$ cat src/core/link_pkg.sv
// Shared constants for the 21-bit serial link transmitter and receiver
package link_pkg;

  // Word and lane geometry
  localparam int WORD_W    = 21;  // Parallel word width
  localparam int LANES     = 3;   // Serial data lanes
  localparam int SLOTS     = 7;   // Bit slots per forwarded clock period
  localparam int SLOT_W    = 3;   // Width of a slot counter
  localparam logic [SLOT_W-1:0] SLOT_FIRST = 3'h0;
  localparam logic [SLOT_W-1:0] SLOT_LAST  = 3'h6;
  localparam logic [SLOT_W-1:0] SLOT_STEP  = 3'h1;

  // Forwarded clock is high during the first slots of a period, then low
  localparam logic [SLOT_W-1:0] CLK_HIGH_SLOTS = 3'h4;

  // System clock rate and clock multiplier settle time
  localparam int CLK_HZ        = 10_000_000;
  localparam int SETTLE_MS     = 10;
  localparam int SETTLE_CYCLES = (SETTLE_MS * CLK_HZ + 999) / 1000;
  localparam int SETTLE_W      = 24;  // Width of the settle counter

  // Receive strobe stays low three cycles after new data appears, as the timer counts STROBE_LOW_LAST down to zero
  localparam int STROBE_W = 2;
  localparam logic [STROBE_W-1:0] STROBE_LOW_LAST = 2'h2;
  localparam logic [STROBE_W-1:0] STROBE_ZERO     = 2'h0;
  localparam logic [STROBE_W-1:0] STROBE_STEP     = 2'h1;

  // Two-entry word buffer in the transmit path
  localparam int BUF_DEPTH = 2;
  localparam logic [1:0] BUF_FULL  = 2'h2;
  localparam logic [1:0] BUF_EMPTY = 2'h0;
  localparam logic [1:0] BUF_ONE   = 2'h1;

  // Synchronised input vector width
  localparam int SYNC_W = WORD_W + LANES + 4;

  // Transmitter power states
  typedef enum logic [1:0] {TX_OFF, TX_SETTLE, TX_RUN} tx_state_t;

endpackage

$ cat src/core/serial_link.sv
// 21-bit parallel to three-lane serial link, transmitter and receiver halves
// Overview of operation
// - Capture parallel word on strobe rising edge only
// - Power-down floats all lanes and forwarded clock
// - Receiver power-down drives parallel outputs low
// - Output data aligned to receive strobe rising edge
// - Three data lanes plus one forwarded clock
// - Rebuild 21 output bits from three lanes
// - Seven bit slots per forwarded clock period
// - No toggling until settle time after release
// - Stopped clock: strobe stops, data holds
`timescale 1ns/1ps
module serial_link
  import link_pkg::*;
#(
  parameter int SETTLE = SETTLE_CYCLES  // Clock multiplier settle count
) (
  // Clock and reset
  input  wire logic              clk,
  input  wire logic              nrst,
  // Transmit parallel side
  input  wire logic [WORD_W-1:0] parallel_data_in,
  input  wire logic              tx_strobe_clock_in,
  input  wire logic              tx_power_down_n,
  output logic                   tx_ready,
  // Transmit serial link
  output logic [LANES-1:0]       serial_lane_out,
  output logic                   serial_lane_oe,
  output logic                   forwarded_clock_out,
  output logic                   forwarded_clock_oe,
  // Receive serial link
  input  wire logic [LANES-1:0]  serial_lane_in,
  input  wire logic              forwarded_clock_in,
  // Receive parallel side
  input  wire logic              rx_power_down_n,
  output logic [WORD_W-1:0]      parallel_data_out,
  output logic                   rx_strobe_clock_out
);

  // Synchroniser stages for every pin input
  logic [SYNC_W-1:0] sync_a;       // First stage, read only by sync_b
  logic [SYNC_W-1:0] sync_b;       // Second stage, safe to use
  logic [SYNC_W-1:0] raw_in;       // Gathered pin inputs
  assign raw_in = {parallel_data_in, serial_lane_in, forwarded_clock_in,
                   rx_power_down_n, tx_power_down_n, tx_strobe_clock_in};

  // Two flip-flops per input bit
  for (genvar i = 0; i < SYNC_W; i++) begin : g_sync
    always_ff @(posedge clk or negedge nrst) begin
      if (!nrst) begin
        sync_a[i] <= 1'b0;
        sync_b[i] <= 1'b0;
      end else begin
        sync_a[i] <= raw_in[i];
        sync_b[i] <= sync_a[i];
      end
    end
  end

  // Named views of the synchronised inputs
  logic              strobe_s;     // Transmit strobe clock
  logic              tx_pd_n_s;    // Transmit power-down, active low
  logic              rx_pd_n_s;    // Receive power-down, active low
  logic              fclk_s;       // Incoming forwarded clock
  logic [LANES-1:0]  lane_s;       // Incoming serial lanes
  logic [WORD_W-1:0] pdata_s;      // Parallel input word
  assign strobe_s  = sync_b[0];
  assign tx_pd_n_s = sync_b[1];
  assign rx_pd_n_s = sync_b[2];
  assign fclk_s    = sync_b[3];
  assign lane_s    = sync_b[3+LANES:4];
  assign pdata_s   = sync_b[SYNC_W-1:4+LANES];

  // Previous values for edge detection
  logic strobe_prev;               // Strobe one cycle ago
  logic fclk_prev;                 // Forwarded clock one cycle ago
  logic strobe_rise;               // Strobe rising edge seen
  logic fclk_rise;                 // Forwarded clock rising edge seen
  always_ff @(posedge clk or negedge nrst) begin
    if (!nrst) begin
      strobe_prev <= 1'b0;
      fclk_prev   <= 1'b0;
    end else begin
      strobe_prev <= strobe_s;
      fclk_prev   <= fclk_s;
    end
  end
  assign strobe_rise = strobe_s && !strobe_prev;
  assign fclk_rise   = fclk_s && !fclk_prev;

  // Transmit state
  tx_state_t             tx_state, next_tx_state;       // Power state
  logic [SETTLE_W-1:0]   settle_cnt, next_settle_cnt;   // Settle timer
  logic [WORD_W-1:0]     buf_mem [BUF_DEPTH];           // Word buffer
  logic [WORD_W-1:0]     next_buf_mem [BUF_DEPTH];
  logic                  wr_ptr, next_wr_ptr;           // Buffer write slot
  logic                  rd_ptr, next_rd_ptr;           // Buffer read slot
  logic [1:0]            buf_count, next_buf_count;     // Words held
  logic                  ser_busy, next_ser_busy;       // Serialiser running
  logic [WORD_W-1:0]     ser_word, next_ser_word;       // Word being sent
  logic [SLOT_W-1:0]     ser_slot, next_ser_slot;       // Current slot
  logic [LANES-1:0]      next_lane_out;
  logic                  next_fclk_out;
  logic                  next_oe;
  logic                  push;                          // Buffer fill
  logic                  pop;                           // Buffer drain

  // Buffer ready faces the parallel side
  assign tx_ready = (buf_count != BUF_FULL);

  // Transmit next-state logic
  always_comb begin
    next_tx_state   = tx_state;
    next_settle_cnt = settle_cnt;
    next_buf_mem    = buf_mem;
    next_wr_ptr     = wr_ptr;
    next_rd_ptr     = rd_ptr;
    next_buf_count  = buf_count;
    next_ser_busy   = ser_busy;
    next_ser_word   = ser_word;
    next_ser_slot   = ser_slot;
    push = 1'b0;
    pop  = 1'b0;
    // Power state sequencing
    unique case (tx_state)
      TX_OFF: begin
        next_settle_cnt = '0;
        if (tx_pd_n_s) begin
          next_tx_state = TX_SETTLE;
        end
      end
      TX_SETTLE: begin
        // Hold outputs quiet until the multiplier has settled
        next_settle_cnt = settle_cnt + 1'b1;
        if (settle_cnt == SETTLE_W'(SETTLE - 1)) begin
          next_tx_state = TX_RUN;
        end
      end
      TX_RUN: begin
        // Only the rising edge loads a word
        push = strobe_rise && tx_ready;
        // Serialiser takes a word when idle or finishing its last slot
        pop = (buf_count != BUF_EMPTY) && (!ser_busy || ser_slot == SLOT_LAST);
      end
    endcase
    // Serialiser slot sequencing
    if (pop) begin
      next_ser_busy = 1'b1;
      next_ser_word = buf_mem[rd_ptr];
      next_ser_slot = SLOT_FIRST;
      next_rd_ptr   = !rd_ptr;
    end else if (ser_busy && ser_slot == SLOT_LAST) begin
      next_ser_busy = 1'b0;
      next_ser_slot = SLOT_FIRST;
    end else if (ser_busy) begin
      next_ser_slot = ser_slot + SLOT_STEP;
    end
    // Buffer write
    if (push) begin
      next_buf_mem[wr_ptr] = pdata_s;
      next_wr_ptr          = !wr_ptr;
    end
    // Occupancy
    if (push && !pop) begin
      next_buf_count = buf_count + BUF_ONE;
    end else if (pop && !push) begin
      next_buf_count = buf_count - BUF_ONE;
    end
    // Power-down flushes everything
    if (!tx_pd_n_s) begin
      next_tx_state  = TX_OFF;
      next_wr_ptr    = 1'b0;
      next_rd_ptr    = 1'b0;
      next_buf_count = BUF_EMPTY;
      next_ser_busy  = 1'b0;
      next_ser_slot  = SLOT_FIRST;
    end
    // Lane k slot s carries word bit k*SLOTS+s
    for (int k = 0; k < LANES; k++) begin
      next_lane_out[k] = ser_busy && ser_word[k*SLOTS + int'(ser_slot)];
    end
    // Forwarded clock high for the first slots of each period
    next_fclk_out = ser_busy && (ser_slot < CLK_HIGH_SLOTS);
    // Drive the pairs unless powered down
    next_oe = (next_tx_state != TX_OFF);
  end

  // Transmit registers
  always_ff @(posedge clk or negedge nrst) begin
    if (!nrst) begin
      tx_state            <= TX_OFF;
      settle_cnt          <= '0;
      buf_mem             <= '{default: '0};
      wr_ptr              <= 1'b0;
      rd_ptr              <= 1'b0;
      buf_count           <= BUF_EMPTY;
      ser_busy            <= 1'b0;
      ser_word            <= '0;
      ser_slot            <= SLOT_FIRST;
      serial_lane_out     <= '0;
      forwarded_clock_out <= 1'b0;
      serial_lane_oe      <= 1'b0;
      forwarded_clock_oe  <= 1'b0;
    end else begin
      tx_state            <= next_tx_state;
      settle_cnt          <= next_settle_cnt;
      buf_mem             <= next_buf_mem;
      wr_ptr              <= next_wr_ptr;
      rd_ptr              <= next_rd_ptr;
      buf_count           <= next_buf_count;
      ser_busy            <= next_ser_busy;
      ser_word            <= next_ser_word;
      ser_slot            <= next_ser_slot;
      serial_lane_out     <= next_lane_out;
      forwarded_clock_out <= next_fclk_out;
      serial_lane_oe      <= next_oe;
      forwarded_clock_oe  <= next_oe;
    end
  end

  // Receive state
  logic                rx_active, next_rx_active;    // Collecting slots
  logic [SLOT_W-1:0]   rx_slot, next_rx_slot;        // Slot being sampled
  logic [WORD_W-1:0]   rx_acc, next_rx_acc;          // Word being rebuilt
  logic [WORD_W-1:0]   next_pdata_out;
  logic                next_strobe_out;
  logic                strobe_pend, next_strobe_pend; // Strobe rise pending
  logic [STROBE_W-1:0] strobe_cnt, next_strobe_cnt;  // Low-phase timer
  logic                word_done;                    // Last slot this cycle

  assign word_done = rx_active && (rx_slot == SLOT_LAST);

  // Receive next-state logic
  always_comb begin
    next_rx_active   = rx_active;
    next_rx_slot     = rx_slot;
    next_rx_acc      = rx_acc;
    next_pdata_out   = parallel_data_out;
    next_strobe_out  = rx_strobe_clock_out;
    next_strobe_pend = strobe_pend;
    next_strobe_cnt  = strobe_cnt;
    // A clock rise samples slot zero at once, so slot one is the next to take
    if (fclk_rise) begin
      next_rx_active = 1'b1;
      next_rx_slot   = SLOT_FIRST + SLOT_STEP;
    end
    // Sample every lane in the current slot
    if (fclk_rise || rx_active) begin
      for (int k = 0; k < LANES; k++) begin
        next_rx_acc[k*SLOTS + int'(fclk_rise ? SLOT_FIRST : rx_slot)] = lane_s[k];
      end
    end
    if (!fclk_rise && rx_active) begin
      next_rx_slot = rx_slot + SLOT_STEP;
    end
    // Present the rebuilt word with the strobe low, then raise it
    if (!fclk_rise && word_done) begin
      next_rx_active   = 1'b0;
      next_pdata_out   = next_rx_acc;
      next_strobe_out  = 1'b0;
      next_strobe_pend = 1'b1;
      next_strobe_cnt  = STROBE_LOW_LAST;
    end else if (strobe_pend && strobe_cnt == STROBE_ZERO) begin
      next_strobe_out  = 1'b1;
      next_strobe_pend = 1'b0;
    end else if (strobe_pend) begin
      next_strobe_cnt = strobe_cnt - STROBE_STEP;
    end
    // Without words the strobe and data simply stay put
    // Power-down forces outputs low
    if (!rx_pd_n_s) begin
      next_rx_active   = 1'b0;
      next_pdata_out   = '0;
      next_strobe_out  = 1'b0;
      next_strobe_pend = 1'b0;
    end
  end

  // Receive registers
  always_ff @(posedge clk or negedge nrst) begin
    if (!nrst) begin
      rx_active           <= 1'b0;
      rx_slot             <= SLOT_FIRST;
      rx_acc              <= '0;
      parallel_data_out   <= '0;
      rx_strobe_clock_out <= 1'b0;
      strobe_pend         <= 1'b0;
      strobe_cnt          <= STROBE_ZERO;
    end else begin
      rx_active           <= next_rx_active;
      rx_slot             <= next_rx_slot;
      rx_acc              <= next_rx_acc;
      parallel_data_out   <= next_pdata_out;
      rx_strobe_clock_out <= next_strobe_out;
      strobe_pend         <= next_strobe_pend;
      strobe_cnt          <= next_strobe_cnt;
    end
  end

  // Checks
  logic tx_bit0;  // Bit that lane zero should carry
  assign tx_bit0 = ser_word[int'(ser_slot)];

  property p_tx_hiz;
    @(posedge clk) disable iff (!nrst) !tx_pd_n_s |=> !serial_lane_oe && !forwarded_clock_oe;
  endproperty
  a_tx_hiz: assert property (p_tx_hiz) else $error("lanes driven in power-down");

  property p_rx_low;
    @(posedge clk) disable iff (!nrst) !rx_pd_n_s |=> parallel_data_out == '0 && !rx_strobe_clock_out;
  endproperty
  a_rx_low: assert property (p_rx_low) else $error("receiver outputs not low in power-down");

  property p_push_rise;
    @(posedge clk) disable iff (!nrst) (tx_state == TX_RUN && tx_pd_n_s && !strobe_rise) |=> $stable(wr_ptr);
  endproperty
  a_push_rise: assert property (p_push_rise) else $error("word taken without rising strobe");

  property p_settle;
    @(posedge clk) disable iff (!nrst) $rose(tx_state == TX_RUN) |-> $past(settle_cnt) == SETTLE_W'(SETTLE - 1);
  endproperty
  a_settle: assert property (p_settle) else $error("run entered before settle time");

  property p_quiet;
    @(posedge clk) disable iff (!nrst) tx_state != TX_RUN |=> !forwarded_clock_out && serial_lane_out == '0;
  endproperty
  a_quiet: assert property (p_quiet) else $error("link toggled before settle");

  property p_slot_step;
    @(posedge clk) disable iff (!nrst)
      (ser_busy && tx_pd_n_s && ser_slot != SLOT_LAST) |=> ser_busy && ser_slot == $past(ser_slot) + SLOT_STEP;
  endproperty
  a_slot_step: assert property (p_slot_step) else $error("slot sequence broken");

  property p_fclk_shape;
    @(posedge clk) disable iff (!nrst) ser_busy |=> forwarded_clock_out == ($past(ser_slot) < CLK_HIGH_SLOTS);
  endproperty
  a_fclk_shape: assert property (p_fclk_shape) else $error("forwarded clock shape wrong");

  property p_lane_map;
    @(posedge clk) disable iff (!nrst) ser_busy |=> serial_lane_out[0] == $past(tx_bit0);
  endproperty
  a_lane_map: assert property (p_lane_map) else $error("lane zero bit mapping wrong");

  property p_strobe;
    @(posedge clk) disable iff (!nrst)
      (word_done && !fclk_rise && rx_pd_n_s) ##1 rx_pd_n_s [*4] |-> $past(!rx_strobe_clock_out, 2) && rx_strobe_clock_out;
  endproperty
  a_strobe: assert property (p_strobe) else $error("receive strobe timing wrong");

  property p_hold;
    @(posedge clk) disable iff (!nrst) (rx_pd_n_s && !word_done) |=> $stable(parallel_data_out);
  endproperty
  a_hold: assert property (p_hold) else $error("receive data changed without a word");

  c_word_out: cover property (@(posedge clk) disable iff (!nrst) word_done && rx_pd_n_s);
  c_back2back: cover property (@(posedge clk) disable iff (!nrst) pop && ser_busy);
  c_buf_full: cover property (@(posedge clk) disable iff (!nrst) buf_count == BUF_FULL);
  c_rx_pd: cover property (@(posedge clk) disable iff (!nrst) $fell(rx_pd_n_s));

endmodule

$ cat config.mk
export PLATFORM = sky130hd
export DESIGN_NAME = serial_link
export DESIGN_NICKNAME = d
export VERILOG_FILES = /design/src/core/link_pkg.sv /design/src/core/serial_link.sv
export SDC_FILE = /design/constraint.sdc
export NUM_CORES = 1
export LEC_CHECK = 0
export BUFFER_PORTS_ARGS = -buffer_cell sky130_fd_sc_hd__buf_2
export CAP_MARGIN = 20
export CORE_MARGIN = 2
export CORE_UTILIZATION = 54
export DETAILED_ROUTE_END_ITERATION = 16
export PLACE_DENSITY = 0.75
export SYNTH_ARGS = -nofsm -noshare
export SYNTH_HDL_FRONTEND = slang
export SYNTH_SLANG_ARGS = --single-unit
$ cat constraint.sdc
create_clock -name clk -period 2.3 [get_ports clk]
set_clock_uncertainty 0.05 [all_clocks]
set_input_delay 0.115 -clock clk [delete_from_list [all_inputs] [get_ports clk]]
set_output_delay 0.115 -clock clk [all_outputs]
set_load 0.01 [all_outputs]
* Word level (Yosys, flattened, before mapping) *
Index checks and enable logic that the tools add are counted.

storage, ports and cells
  bits of input ports = 30
  output and inout bits = 29
  register bits = 210

operators by class
  reduce and logical (&&, ||, !) cells = 37
  muxes and demuxes = 61
  bitwise logic cells = 2
  magnitude comparators = 13
  eq/ne operators = 15
  $add $sub $neg = 10

operators with widths
  operator                                                                              number
  21-bit two-way mux                                                                    7
  32-bit by 1-bit greater-or-equal comparator with 1-bit output, second input constant  2
  32-bit by 7-bit < comparator with 1-bit output, second input constant                 2
  21-bit bitwise mux                                                                    3
  24-bit one-hot mux with 2 select lines                                                1
  42-bit bitwise mux                                                                    1
  4-bit by 32-bit adder with 32-bit output, first input constant                        1
  1-bit two-way mux                                                                     26
  24-bit by 1-bit adder with 24-bit output, second input constant                       1
  24-bit by 17-bit == test with 1-bit output, second input constant                     1
  21-bit demux with 1-bit select                                                        1
  3-bit two-way mux                                                                     7
  1-bit logical AND                                                                     19
  2-bit two-way mux                                                                     8
  1-bit demux with 5-bit select                                                         3
  5-bit by 6-bit < comparator with 1-bit output, second input constant                  2
  3-bit by 1-bit inequality test with 1-bit output, second input constant               4
  4-bit by 3-bit adder with 5-bit output, first input constant                          2
  1-bit binary-select mux with 5-bit select                                             2
  2-bit nonzero test                                                                    5
  1-bit logical NOT                                                                     8
  3-bit by 1-bit adder with 3-bit output, second input constant                         2
  3-bit == test, second input constant                                                  2
  3-bit by 6-bit < comparator with 1-bit output, second input constant                  1
  other kinds (19)                                                                      27

* Depth between registers and ports, before layout *
Gate-level depths: netlist of the first run.

  depth in word-level cells = 13
  gate-level depth with buffers = 11
  depth with buffers taken out = 9

* Least setup slack after synthesis of the first run *
OpenSTA, ideal clock, no wires.

  path kind = flip-flop to flip-flop
  from = register fclk_prev
  to = register rx_acc[8]
  library setup time = 0.065 ns
  arrival = 2.055 ns
  path slack = 0.130 ns
  required time = 2.185 ns
  stages on the path, launching flop included = 11
  buffers on the path = 3
  path through = dfrtp_1 -> nand2b_1 -> buf_4 -> nand2_1 -> ha_1 -> clkbuf_1 -> buf_2 -> nand2_1 -> nor4_1 -> mux2i_1 -> o221a_2

between the ends
  cells in the longest elaborated chain, start to end = 11

RTL lines
  what                                                                                                               line                source
  start, declared                                                                                                    serial_link.sv:76   logic fclk_prev;
  start signal, assigned                                                                                             serial_link.sv:85   fclk_prev <= fclk_s;
  1-bit logical NOT *                                                                                                serial_link.sv:89   assign fclk_rise = fclk_s && !fclk_prev;
  1-bit logical AND *                                                                                                serial_link.sv:89
  3-bit two-way mux                                                                                                  serial_link.sv:250  next_rx_acc[k*SLOTS + int'(fclk_rise ? SLOT_FIRST : rx_slot)] = lane_s[k];
  4-bit by 32-bit adder with 32-bit output, or another cell as far along                                             serial_link.sv:250
  32-bit by 1-bit greater-or-equal comparator with 1-bit output (implied by the code), or another cell as far along  serial_link.sv:250
  1-bit logical AND (implied by the code) or 1-bit two-way mux (tied branches)                                       serial_link.sv:250
  1-bit two-way mux or 1-bit demux with 5-bit select (tied branches)                                                 serial_link.sv:250
  1-bit demux with 5-bit select or 21-bit bitwise mux (tied branches)                                                serial_link.sv:250
  21-bit bitwise mux (2 in a row)                                                                                    serial_link.sv:250
  21-bit two-way mux *                                                                                               serial_link.sv:248  if (fclk_rise || rx_active) begin
  via next_rx_acc[8]                                                                                                 serial_link.sv:224  logic [WORD_W-1:0] rx_acc, next_rx_acc;
  end signal, assigned                                                                                               serial_link.sv:292  rx_acc <= next_rx_acc;
  end, declared                                                                                                      serial_link.sv:224

Mark *: on every way through the listed nets, which the timed path passes. The rest lies on a longest branch.
A chain may end at the register's enable or synchronous reset.

* Worst setup path after layout of the first run *
  from = register sync_b[3] (netlist: fclk_s)
  to = register parallel_data_out[17]

between the ends
  cells in the longest elaborated chain, start to end = 12

RTL lines
  what                                                                                                               line                source
  start, declared                                                                                                    serial_link.sv:42   logic [SYNC_W-1:0] sync_b;
  start signal, assigned by index                                                                                    serial_link.sv:55   sync_b[i] <= sync_a[i];
  1-bit logical AND *                                                                                                serial_link.sv:89
  3-bit two-way mux                                                                                                  serial_link.sv:250
  4-bit by 32-bit adder with 32-bit output, or another cell as far along                                             serial_link.sv:250
  32-bit by 1-bit greater-or-equal comparator with 1-bit output (implied by the code), or another cell as far along  serial_link.sv:250
  1-bit logical AND (implied by the code) or 1-bit two-way mux (tied branches)                                       serial_link.sv:250
  1-bit two-way mux or 1-bit demux with 5-bit select (tied branches)                                                 serial_link.sv:250
  1-bit demux with 5-bit select or 21-bit bitwise mux (tied branches)                                                serial_link.sv:250
  21-bit bitwise mux (2 in a row)                                                                                    serial_link.sv:250
  21-bit two-way mux *                                                                                               serial_link.sv:248
  via next_rx_acc[17]                                                                                                serial_link.sv:224
  21-bit two-way mux *                                                                                               serial_link.sv:257  if (!fclk_rise && word_done) begin
  21-bit two-way mux *                                                                                               serial_link.sv:271  if (!rx_pd_n_s) begin
  end signal, assigned                                                                                               serial_link.sv:293  parallel_data_out <= next_pdata_out;
  end, declared                                                                                                      serial_link.sv:36   output logic [WORD_W-1:0] parallel_data_out,

Mark *: on every way through the listed nets, which the timed path passes. The rest lies on a longest branch. The select of a mux whose other input is x is not followed.

==> out/results.ini, run 1 <==
[run_status]
outcome=finished, final reports clean

[logic_synthesis]
synth-warning-count=0
yosysTopAreaCell=dfrtp_1
ys_seq_area_frac=0.587
netlist_instances=763
synthDominantCellAreaShare=0.587
synth_edf_count=0
netlist_area_sq_um=8950
synth_cell_types=65
ys_async_sr_fraction=1.00
synth.avg_cell_area_sq_um=11.7
ys_ff_latch=210
synthTopCellsByArea=dfrtp_1 (59%), mux2_2 (5.7%), mux2i_1 (3.2%)
synth_fp_nets=806
ys.flop_type=dfrtp_1

[route]
drc=0
wl_per_cell_um=16.9
drtAntennaViolNets=0
vias_per_cell=5.67
vias=6217
first_pass_iters=5
wirelength_um=18600
drt_first_iter_violations=458

[final_layout]
areaGrowthSynthToFinish_pct=18.4
antennaDiodeCount=0
postLayoutCellArea_sq_um=10600
layout_commonest_cell=dfrtp_1
num-nets-final=908
drive_gt1_frac=0.222
multi_input_area_sq_um=3420
layout_common_cells=dfrtp_1 (209), nor2_1 (65), buf_2 (57), nand2_1 (54), mux2_2 (45)
seq_area_sq_um=5260
nFillCells=1232

[die]
io_pins=59
rows=47
fp.dieH_um=133
die_w_um=133
dieArea_sq_um=17600
coreArea_sq_um=16400
start_util=0.546

[global_route]
grt_pass1_vias=6377
grt_usage=0.221
antenna_found_initial=0
grt_max_degree=80
overflow=0
grt_pass1_wl_um=32000

[cts]
clock_latency_ns=0.50
cts.sinks=210
clk_pin_slew_worst_paths_ns=0.06
cts_buffers=22
htreeDepth=1
postCtsSetupBuffers=0
cts_root_buf=clkbuf_16
cts.path.max_buffers=3
cts_tree=yes

[power]
irDropWorstVdd_mv=0.593
p_leak_nw=4.94
p_per_area_nw_per_um2=767

[worst_setup_path]
path_class=reg2reg
cp-end-kind=flip-flop
critical_path.top_delay_family=simple AND/OR/NAND/NOR gates
cp_max_fo=8
cp_data_arrival_time_ns=2.46
critical_path.slowest_cell=dfrtp_1
max_stage_delay_ns=0.40
crit_chain=nand2b_1 > nand2_1 > ha_2 > nand2_1 > or3_1 > mux2_4 > o211a_1
path_buf_inv=0
crit_top_cell=nand2_1
crit_required_ns=2.64
cp-start-kind=flip-flop

[timing]
fin_hold_ws_ns=0.169
relSlewSlack=0.580
fin_crit_ns=2.13
tightest_slew_ns=0.629
report.final.slew_viol_count=0
final_hold_viol_count=0
rsz0062_at_grt=no
setup_tns_ns=0
setup_viol=0
fmax_mhz=470
min_period_over_period=0.925

[place]
io_buffer_count=58
place_area_sq_um=9620
hpwl_um=12500
gp_congestion=0.869

[worst_hold_path]
hold_path_class=in2async

[run]
drv_cap=0

sequential cells by signal, summed over array words and instances, names as in the netlist, 2 cells and up:
name,cells
ser_slot,3
serial_lane_out,3
sync_a,28
pdata_s,21
strobe_cnt,2
buf_count,2
ser_word,21
rx_slot,3
buf_mem,42
lane_s,3
rx_acc,21
tx_state,2
settle_cnt,24
parallel_data_out,21
final timing paths:
| check | from | end | slack, ns | cells after the start |
|---|---|---|---|---|
| worst max-delay path | fclk_s$_DFF_PN0_ | parallel_data_out[17]$_DFFE_PN0N_ | 0.17 | 7 |
| min in group clk | tx_power_down_n | sync_a[1]$_DFF_PN0_ | 0.21 | 2 |
| worst min-delay path | nrst | buf_mem[3]$_DFFE_PN0P_ | 0.17 | 2 |
| max in group asynchronous | nrst | ser_slot[0]$_DFFE_PN0P_ | 1.25 | 3 |
| worst min register to register | sync_a[3]$_DFF_PN0_ | fclk_s$_DFF_PN0_ | 0.30 | 0 |
| worst max register to register | fclk_s$_DFF_PN0_ | parallel_data_out[17]$_DFFE_PN0N_ | 0.17 | 7 |
through the flow:
| step | util | total power [W] | instances | worst slack, ns |
|---|---|---|---|---|
| 2_1_floorplan | - | 0.00451 | 763 | 0.130 |
| 3_3_place_gp | 0.586 | 0.00479 | 1032 | 0.157 |
| 3_5_place_dp | 0.586 | 0.00482 | 1032 | 0.0855 |
| 4_1_cts | 0.645 | 0.00819 | 1097 | 0.0587 |
| 5_1_grt | 0.646 | 0.00848 | 1097 | 0.0323 |
| 6_report | 0.646 | 0.00813 | 1097 | 0.173 |
area by class of cell:
| type | instances | area share |
|---|---|---|
| flip-flops and latches | 210 | 0.496 |
| multi-input cells | 487 | 0.322 |
| repair buffers | 123 | 0.0846 |
| clock buffers | 30 | 0.0587 |
| well taps | 220 | 0.0260 |
| inverters | 21 | 0.00744 |
| clock inverters | 6 | 0.00519 |
power by group:
group / switching, W / internal, W / leakage (nW)
logic: 0.000438 / 0.000338 / 1.85
registers: 0.000123 / 0.00391 / 2.76
clock network: 0.00134 / 0.00199 / 0.337
total: 0.00190 / 0.00623 / 4.94
synthesized netlist by cell type (all sizes together) (3+ instances only):
cell / count
xnor2: 3
nand2b: 10
o22ai: 9
a211oi: 3
nor3: 15
xor2: 9
o21a: 3
buf: 22
and3: 4
clkbuf: 23
o31ai: 5
nand4: 19
and4: 5
nor4b: 3
and2: 13
nor4: 8
a21boi: 3
nor2: 67
nand3: 19
inv: 21
ha: 13
dfrtp: 210
mux4: 9
a21oi: 44
a31oi: 11
nand2: 54
o21ai: 40
mux2i: 29
nor2b: 6
mux2: 54
per-layer routing:
layer  wire length, um  global-route usage
met1              8330               0.303
met5                 0                   0
met4               339              0.0627
met3               836              0.0360
met2              9090               0.368
what timing repair did:
item / CTS / global route
gates resized for setup: 0 / 4
hold buffers: 29 / 0
endpoints found under the hold margin: 104 / 0
setup endpoints to repair: 0 / 10
cell families after synthesis:
family / share of synthesized area
and+or+nand+nor: 0.137
adders and majority gates: 0.0182
AOI/OAI and AO/OA: 0.0896
DFF: 0.587
buffers and inverters: 0.0328
xor gates and xnor gates: 0.0126
muxes: 0.123
Note: power is estimated with default switching activity, not from simulation.
==> run 2: changes to the inputs <==
GPL_TIMING_DRIVEN = 0   (was default)
==> out/results.ini, run 2 (synthesized netlist as in run 1, its figures left out) <==
[worst_hold_path]
hold_path_class=in2async

[worst_setup_path]
path_class=reg2reg
path_buf_inv=2  ; +2
cp_data_arrival_time_ns=2.58  ; +0.12 ns
critical_path.slowest_cell=or4_1
r2r_setup_slack_ns=0.04  ; -0.13 ns
cp-end-kind=flip-flop
crit_end=parallel_data_out[9]$_DFFE_PN0N_
max_stage_delay_ns=0.52  ; +0.12 ns
critical_path.top_delay_family=simple AND/OR/NAND/NOR gates
ff2ff_path_depth=10  ; +3
cp.depth=10  ; +3
cp-start-kind=flip-flop
cp_max_fo=7  ; -1
crit_required_ns=2.62  ; -0.02 ns
crit_chain=nand2b_4 > buf_6 > nand2_2 > ha_4 > buf_2 > or4_1 > o31ai_1 > a32oi_1 > nand2_1 > a21oi_1
r2r-start=fclk_s$_DFF_PN0_
worstReg2RegEnd=parallel_data_out[9]$_DFFE_PN0N_
cp-startpoint=fclk_s$_DFF_PN0_

[die]
coreArea_sq_um=16400  ; unchanged
die_w_um=133  ; unchanged
dieArea_sq_um=17600  ; unchanged
io_pins=59  ; unchanged
rows=47  ; unchanged
start_util=0.546  ; unchanged
fp.dieH_um=133  ; unchanged

[global_route]
antenna_found_initial=0  ; unchanged
grt_usage=0.220  ; -0.000825
grt_max_degree=127  ; +59%
grt_pass1_vias=6196  ; -2.8%
grt_pass1_wl_um=31500  ; -1.4%
overflow=0  ; unchanged

[final_layout]
num-nets-final=925  ; +1.9%
layout_common_cells=dfrtp_1 (209), buf_2 (73), nor2_1 (64), nand2_1 (52), mux2_2 (45)
reg_top3=buf_mem (42), sync_a (28), settle_cnt (24)
drive_gt1_frac=0.226  ; +0.00371
nFillCells=1214  ; -1.5%
antennaDiodeCount=0  ; unchanged
largest_register_ffs=42  ; unchanged
final_core_util=0.656  ; +0.00991
postLayoutCellArea_sq_um=10800  ; +1.5%
areaGrowthSynthToFinish_pct=20.2
top_register=buf_mem
layout_commonest_cell=dfrtp_1

[cts]
cts.path.max_buffers=3  ; unchanged
cts_tree=yes
cts_root_buf=clkbuf_16
clock_latency_ns=0.50  ; about the same
clk_pin_slew_worst_paths_ns=0.06  ; about the same
cts.sinks=210  ; unchanged
cts_buffers=22  ; unchanged
htreeDepth=1  ; unchanged

[route]
drc=0  ; unchanged
drtAntennaViolNets=0  ; unchanged
wirelength_um=18800  ; +1.2%
vias_per_cell=5.57  ; -1.8%
dr.max_layer_used=met4
met2_length_um=9190  ; +1.1%
vias=6224  ; +0.11%
drt-met1-wl_um=8270  ; -0.68%
first_pass_iters=5  ; unchanged
wl_per_cell_um=16.8  ; -0.67%
route.met3.wl_um=921  ; +10%
drt_first_iter_violations=481  ; +5.0%

[place]
gp_congestion=0.906  ; +4.2%
hpwl_um=12200  ; -2.2%
io_buffer_count=58  ; unchanged
place_area_sq_um=9560  ; -0.66%

[timing]
relSlewSlack=0.475  ; -0.106
setup_viol=0  ; unchanged
setup_tns_ns=0  ; unchanged
fin_crit_ns=2.26  ; +0.134 ns
tightest_slew_ns=0.788  ; +0.159 ns
min_period_over_period=0.983  ; +0.0583
report.final.slew_viol_count=0  ; unchanged
fmax_mhz=442  ; -5.9%
rsz0062_at_grt=yes
fin_hold_ws_ns=0.147  ; -0.0222 ns
final_hold_viol_count=0  ; unchanged

[power]
p_per_area_nw_per_um2=802  ; +4.6%
p_leak_nw=5.01  ; +1.4%
irDropWorstVdd_mv=0.624  ; +5.2%
p_total_w=0.00863  ; +6.2%

[run_status]
outcome=finished, final reports clean

[run]
drv_cap=0  ; unchanged

## run 2: worst min-delay path by stage
| stage | end | slack, ns | depth (start not counted) |
|---|---|---|---|
| after floorplan | buf_count[0]$_DFFE_PN0P_ | -0.23 | 0 |
| after global placement | sync_a[6]$_DFF_PN0_ | 0.17 | 1 |
| after detailed placement | buf_mem[1]$_DFFE_PN0P_ | 0.10 | 1 |
| after CTS | buf_mem[1]$_DFFE_PN0P_ | 0.17 | 2 |
| after global routing | sync_a[24]$_DFF_PN0_ | 0.19 | 2 |
| final | pdata_s[1]$_DFF_PN0_ | 0.15 | 2 |
## run 2: stage by stage
step	cells	setup WS, ns
floorplan	763	0.130
finish	1118	0.0385
CTS	1110	0.0112
global placement	1041	-2.39
global route	1118	-0.0173
detailed placement	1042	-0.329
## run 2: report_power, final
group	internal (W)	total, W	switching [W]
Sequential	0.00390	0.00400	0.0000953
Combinational	0.000348	0.000826	0.000478
Clock	0.00241	0.00381	0.00140
Total	0.00666	0.00863	0.00197
## run 2: layer usage
layer	global-route usage	vias to the layer above
li1	-	2948
met1	0.306	3083
met2	0.366	156
met3	0.0341	37
met4	0.0562	0
met5	0	-
## run 2: layout make-up
class	count	area, sq um	area share
repair buffers	96	676	0.0628
multi-input cells	487	3460	0.322
inverters	21	78.8	0.00732
clock inverters	6	130	0.0121
clock buffers	34	657	0.0610
plain buffers	44	229	0.0213
well taps	220	275	0.0256
flip-flops and latches	210	5260	0.488
## run 2: timing repair
| action | in CTS | in global routing |
|---|---|---|
| setup buffers | 0 | 8 |
| hold endpoints to repair | 112 | 0 |
| pin swaps | 0 | 3 |
| endpoints found under the setup margin | 25 | 44 |
| gates resized for setup | 6 | 20 |
| hold buffers | 29 | 0 |
## run 2: worst reg2reg max path, delay by kind of cell, from the launching register on
family / cells / cell delay (ns)
flops: 1 / 0.42
simple gates: 4 / 0.82
fa+ha+maj: 1 / 0.20
compound gates: 3 / 0.36
buf+inv: 2 / 0.29
==> run 3: changes to the inputs <==
CORE_UTILIZATION = 37   (was 54)
PLACE_DENSITY = default   (was 0.75)
==> out/results.ini, run 3 (synthesized netlist as in run 1, its figures left out) <==
[final_layout]
antennaDiodeCount=0  ; unchanged
multi_input_area_sq_um=3490  ; +0.80%
top_register=buf_mem
reg_top3=buf_mem (42), sync_a (28), settle_cnt (24)
postLayoutCellArea_sq_um=10900  ; +1.7%
seq_area_sq_um=5260  ; unchanged
layout_commonest_cell=dfrtp_1
layout.cells.non_filler=1216  ; +8.8%
final_core_util=0.464  ; -0.192
nFillCells=2196  ; +81%
largest_register_ffs=42  ; unchanged
drive_gt1_frac=0.233  ; +0.00694
areaGrowthSynthToFinish_pct=22.3
num-nets-final=924  ; -0.11%
layout_common_cells=dfrtp_1 (209), buf_2 (70), nor2_1 (65), nand2_1 (52), mux2_2 (45)

[power]
p_comb_frac=0.097  ; about the same
seqPwrFrac=0.468  ; +0.005
p_sw_w=0.00201  ; +1.9%
p_per_area_nw_per_um2=781  ; -2.6%
p_total_w=0.00855  ; -0.92%
p_sw_frac=0.235  ; +0.00639
p_leak_nw=5.02  ; +0.19%
irDropWorstVdd_mv=0.450  ; -28%
internal_power_w=0.00655  ; -1.7%
power.share.clock=0.435  ; -0.006

[worst_setup_path]
crit_required_ns=2.64  ; +0.02 ns
max_stage_delay_ns=0.42  ; -0.10 ns
cp-end-kind=flip-flop
path_class=reg2reg
critical_path.slowest_cell=dfrtp_1
crit_chain=nand2b_4 > buf_6 > nand2_2 > ha_4 > nand2_1 > or3_4 > mux2_4 > o211a_1
cp_max_fo=10  ; +3
cp_data_arrival_time_ns=2.56  ; -0.02 ns
path_buf_inv=1  ; -1
critical_path.top_delay_family=simple AND/OR/NAND/NOR gates
cp-start-kind=flip-flop

[die]
die_w_um=160  ; +20%
dieArea_sq_um=25500  ; +44%
start_util=0.379  ; -0.167
rows=56  ; +19%
io_pins=59  ; unchanged
coreArea_sq_um=23600  ; +44%
fp.dieH_um=160  ; +20%

[place]
hpwl_um=13000  ; +6.6%
io_buffer_count=58  ; unchanged
preCtsSetupSlack_ns=-0.390  ; -0.0610 ns
place_area_sq_um=9710  ; +1.6%
gp_congestion=0.901  ; -0.62%
dp.cells=1142  ; +9.6%

[timing]
setup_viol=0  ; unchanged
final_hold_viol_count=0  ; unchanged
fin_ws_ns=0.0839  ; +0.0453 ns
fmax_mhz=451  ; +2.0%
rsz0062_at_grt=no
fin_crit_ns=2.22  ; -0.0453 ns
min_period_over_period=0.964  ; -0.0197
report.final.slew_viol_count=0  ; unchanged
relSlewSlack=0.492  ; +0.0168
tightest_slew_ns=0.760  ; -0.0277 ns

[global_route]
grt_pass1_wl_um=33000  ; +4.7%
antenna_found_initial=0  ; unchanged
grt_usage=0.156  ; -0.0635
overflow=0  ; unchanged
grt_pass1_vias=6387  ; +3.1%
grt_max_degree=120  ; -5.5%

[cts]
cts.path.max_buffers=3  ; unchanged
clk_pin_slew_worst_paths_ns=0.06  ; about the same
cts_buffers=23  ; +4.5%
htreeDepth=1  ; unchanged
cts_root_buf=clkbuf_16
cts_tree=yes
clock_latency_ns=0.51  ; about the same
cts.sinks=210  ; unchanged

[run]
drv_cap=0  ; unchanged

[route]
first_pass_iters=5  ; unchanged
vias=6165  ; -0.95%
drtAntennaViolNets=0  ; unchanged
drc=0  ; unchanged
wirelength_um=19500  ; +3.3%
wl_per_cell_um=16.0  ; -5.0%
drt_first_iter_violations=447  ; -7.1%
vias_per_cell=5.07  ; -8.9%

[worst_hold_path]
hold_path_class=in2reg

[run_status]
outcome=finished, final reports clean

[run 3: per-layer routing]
| metal | vias up | share of wire | global-route usage |
|---|---|---|---|
| li1 | 2930 | - | - |
| met1 | 3052 | 0.46 | 0.212 |
| met2 | 144 | 0.47 | 0.257 |
| met3 | 39 | 0.042 | 0.0255 |
| met4 | 0 | 0.028 | 0.0512 |
| met5 | - | 0 | 0 |
[run 3: power by group through the flow]
stage          registers [W]  logic, W  clock network [W]
2_1_floorplan        0.00403  0.000478                  0
3_3_place_gp         0.00406  0.000724                  0
3_5_place_dp         0.00407  0.000742                  0
4_1_cts              0.00400  0.000811            0.00384
5_1_grt              0.00402  0.000929            0.00399
6_report             0.00400  0.000831            0.00372
[run 3: final timing paths]
check / startpoint / end / slack [ns] / cells after the start
max: fclk_s$_DFF_PN0_ / parallel_data_out[17]$_DFFE_PN0N_ / 0.08 / 8
min: parallel_data_in[18] / sync_a[25]$_DFF_PN0_ / 0.20 / 2
max reg2reg: fclk_s$_DFF_PN0_ / parallel_data_out[17]$_DFFE_PN0N_ / 0.08 / 8
min reg2reg: sync_a[26]$_DFF_PN0_ / pdata_s[19]$_DFF_PN0_ / 0.29 / 0
max in group asynchronous: nrst / pdata_s[9]$_DFF_PN0_ / 0.93 / 3
min in group asynchronous: nrst / pdata_s[3]$_DFF_PN0_ / 0.21 / 3
[run 3: final cells by class]
class / count / area share
Sequential cell: 210 / 0.480
Multi-Input combinational cell: 487 / 0.319
Clock buffer: 37 / 0.0674
Timing Repair Buffer: 94 / 0.0649
Tap cell: 319 / 0.0365
Buffer: 44 / 0.0209
Inverter: 21 / 0.00720
Clock inverter: 4 / 0.00434
[run 3: metrics by stage]
step | TNS (ns) | hold slack, ns
finish | 0 | 0.195
global route | 0 | 0.182
CTS | 0 | 0.172
detailed placement | -5.16 | -0.102
global placement | -539.55 | 0.173
floorplan | 0 | -0.231
[run 3: what timing repair did]
item | 4_1_cts | 5_1_grt
hold buffers | 30 | 0
pin swaps | 2 | 3
setup endpoints to repair | 35 | 35
buffers inserted | 1 | 3
gates resized for setup | 10 | 19
hold endpoints to repair | 164 | 0
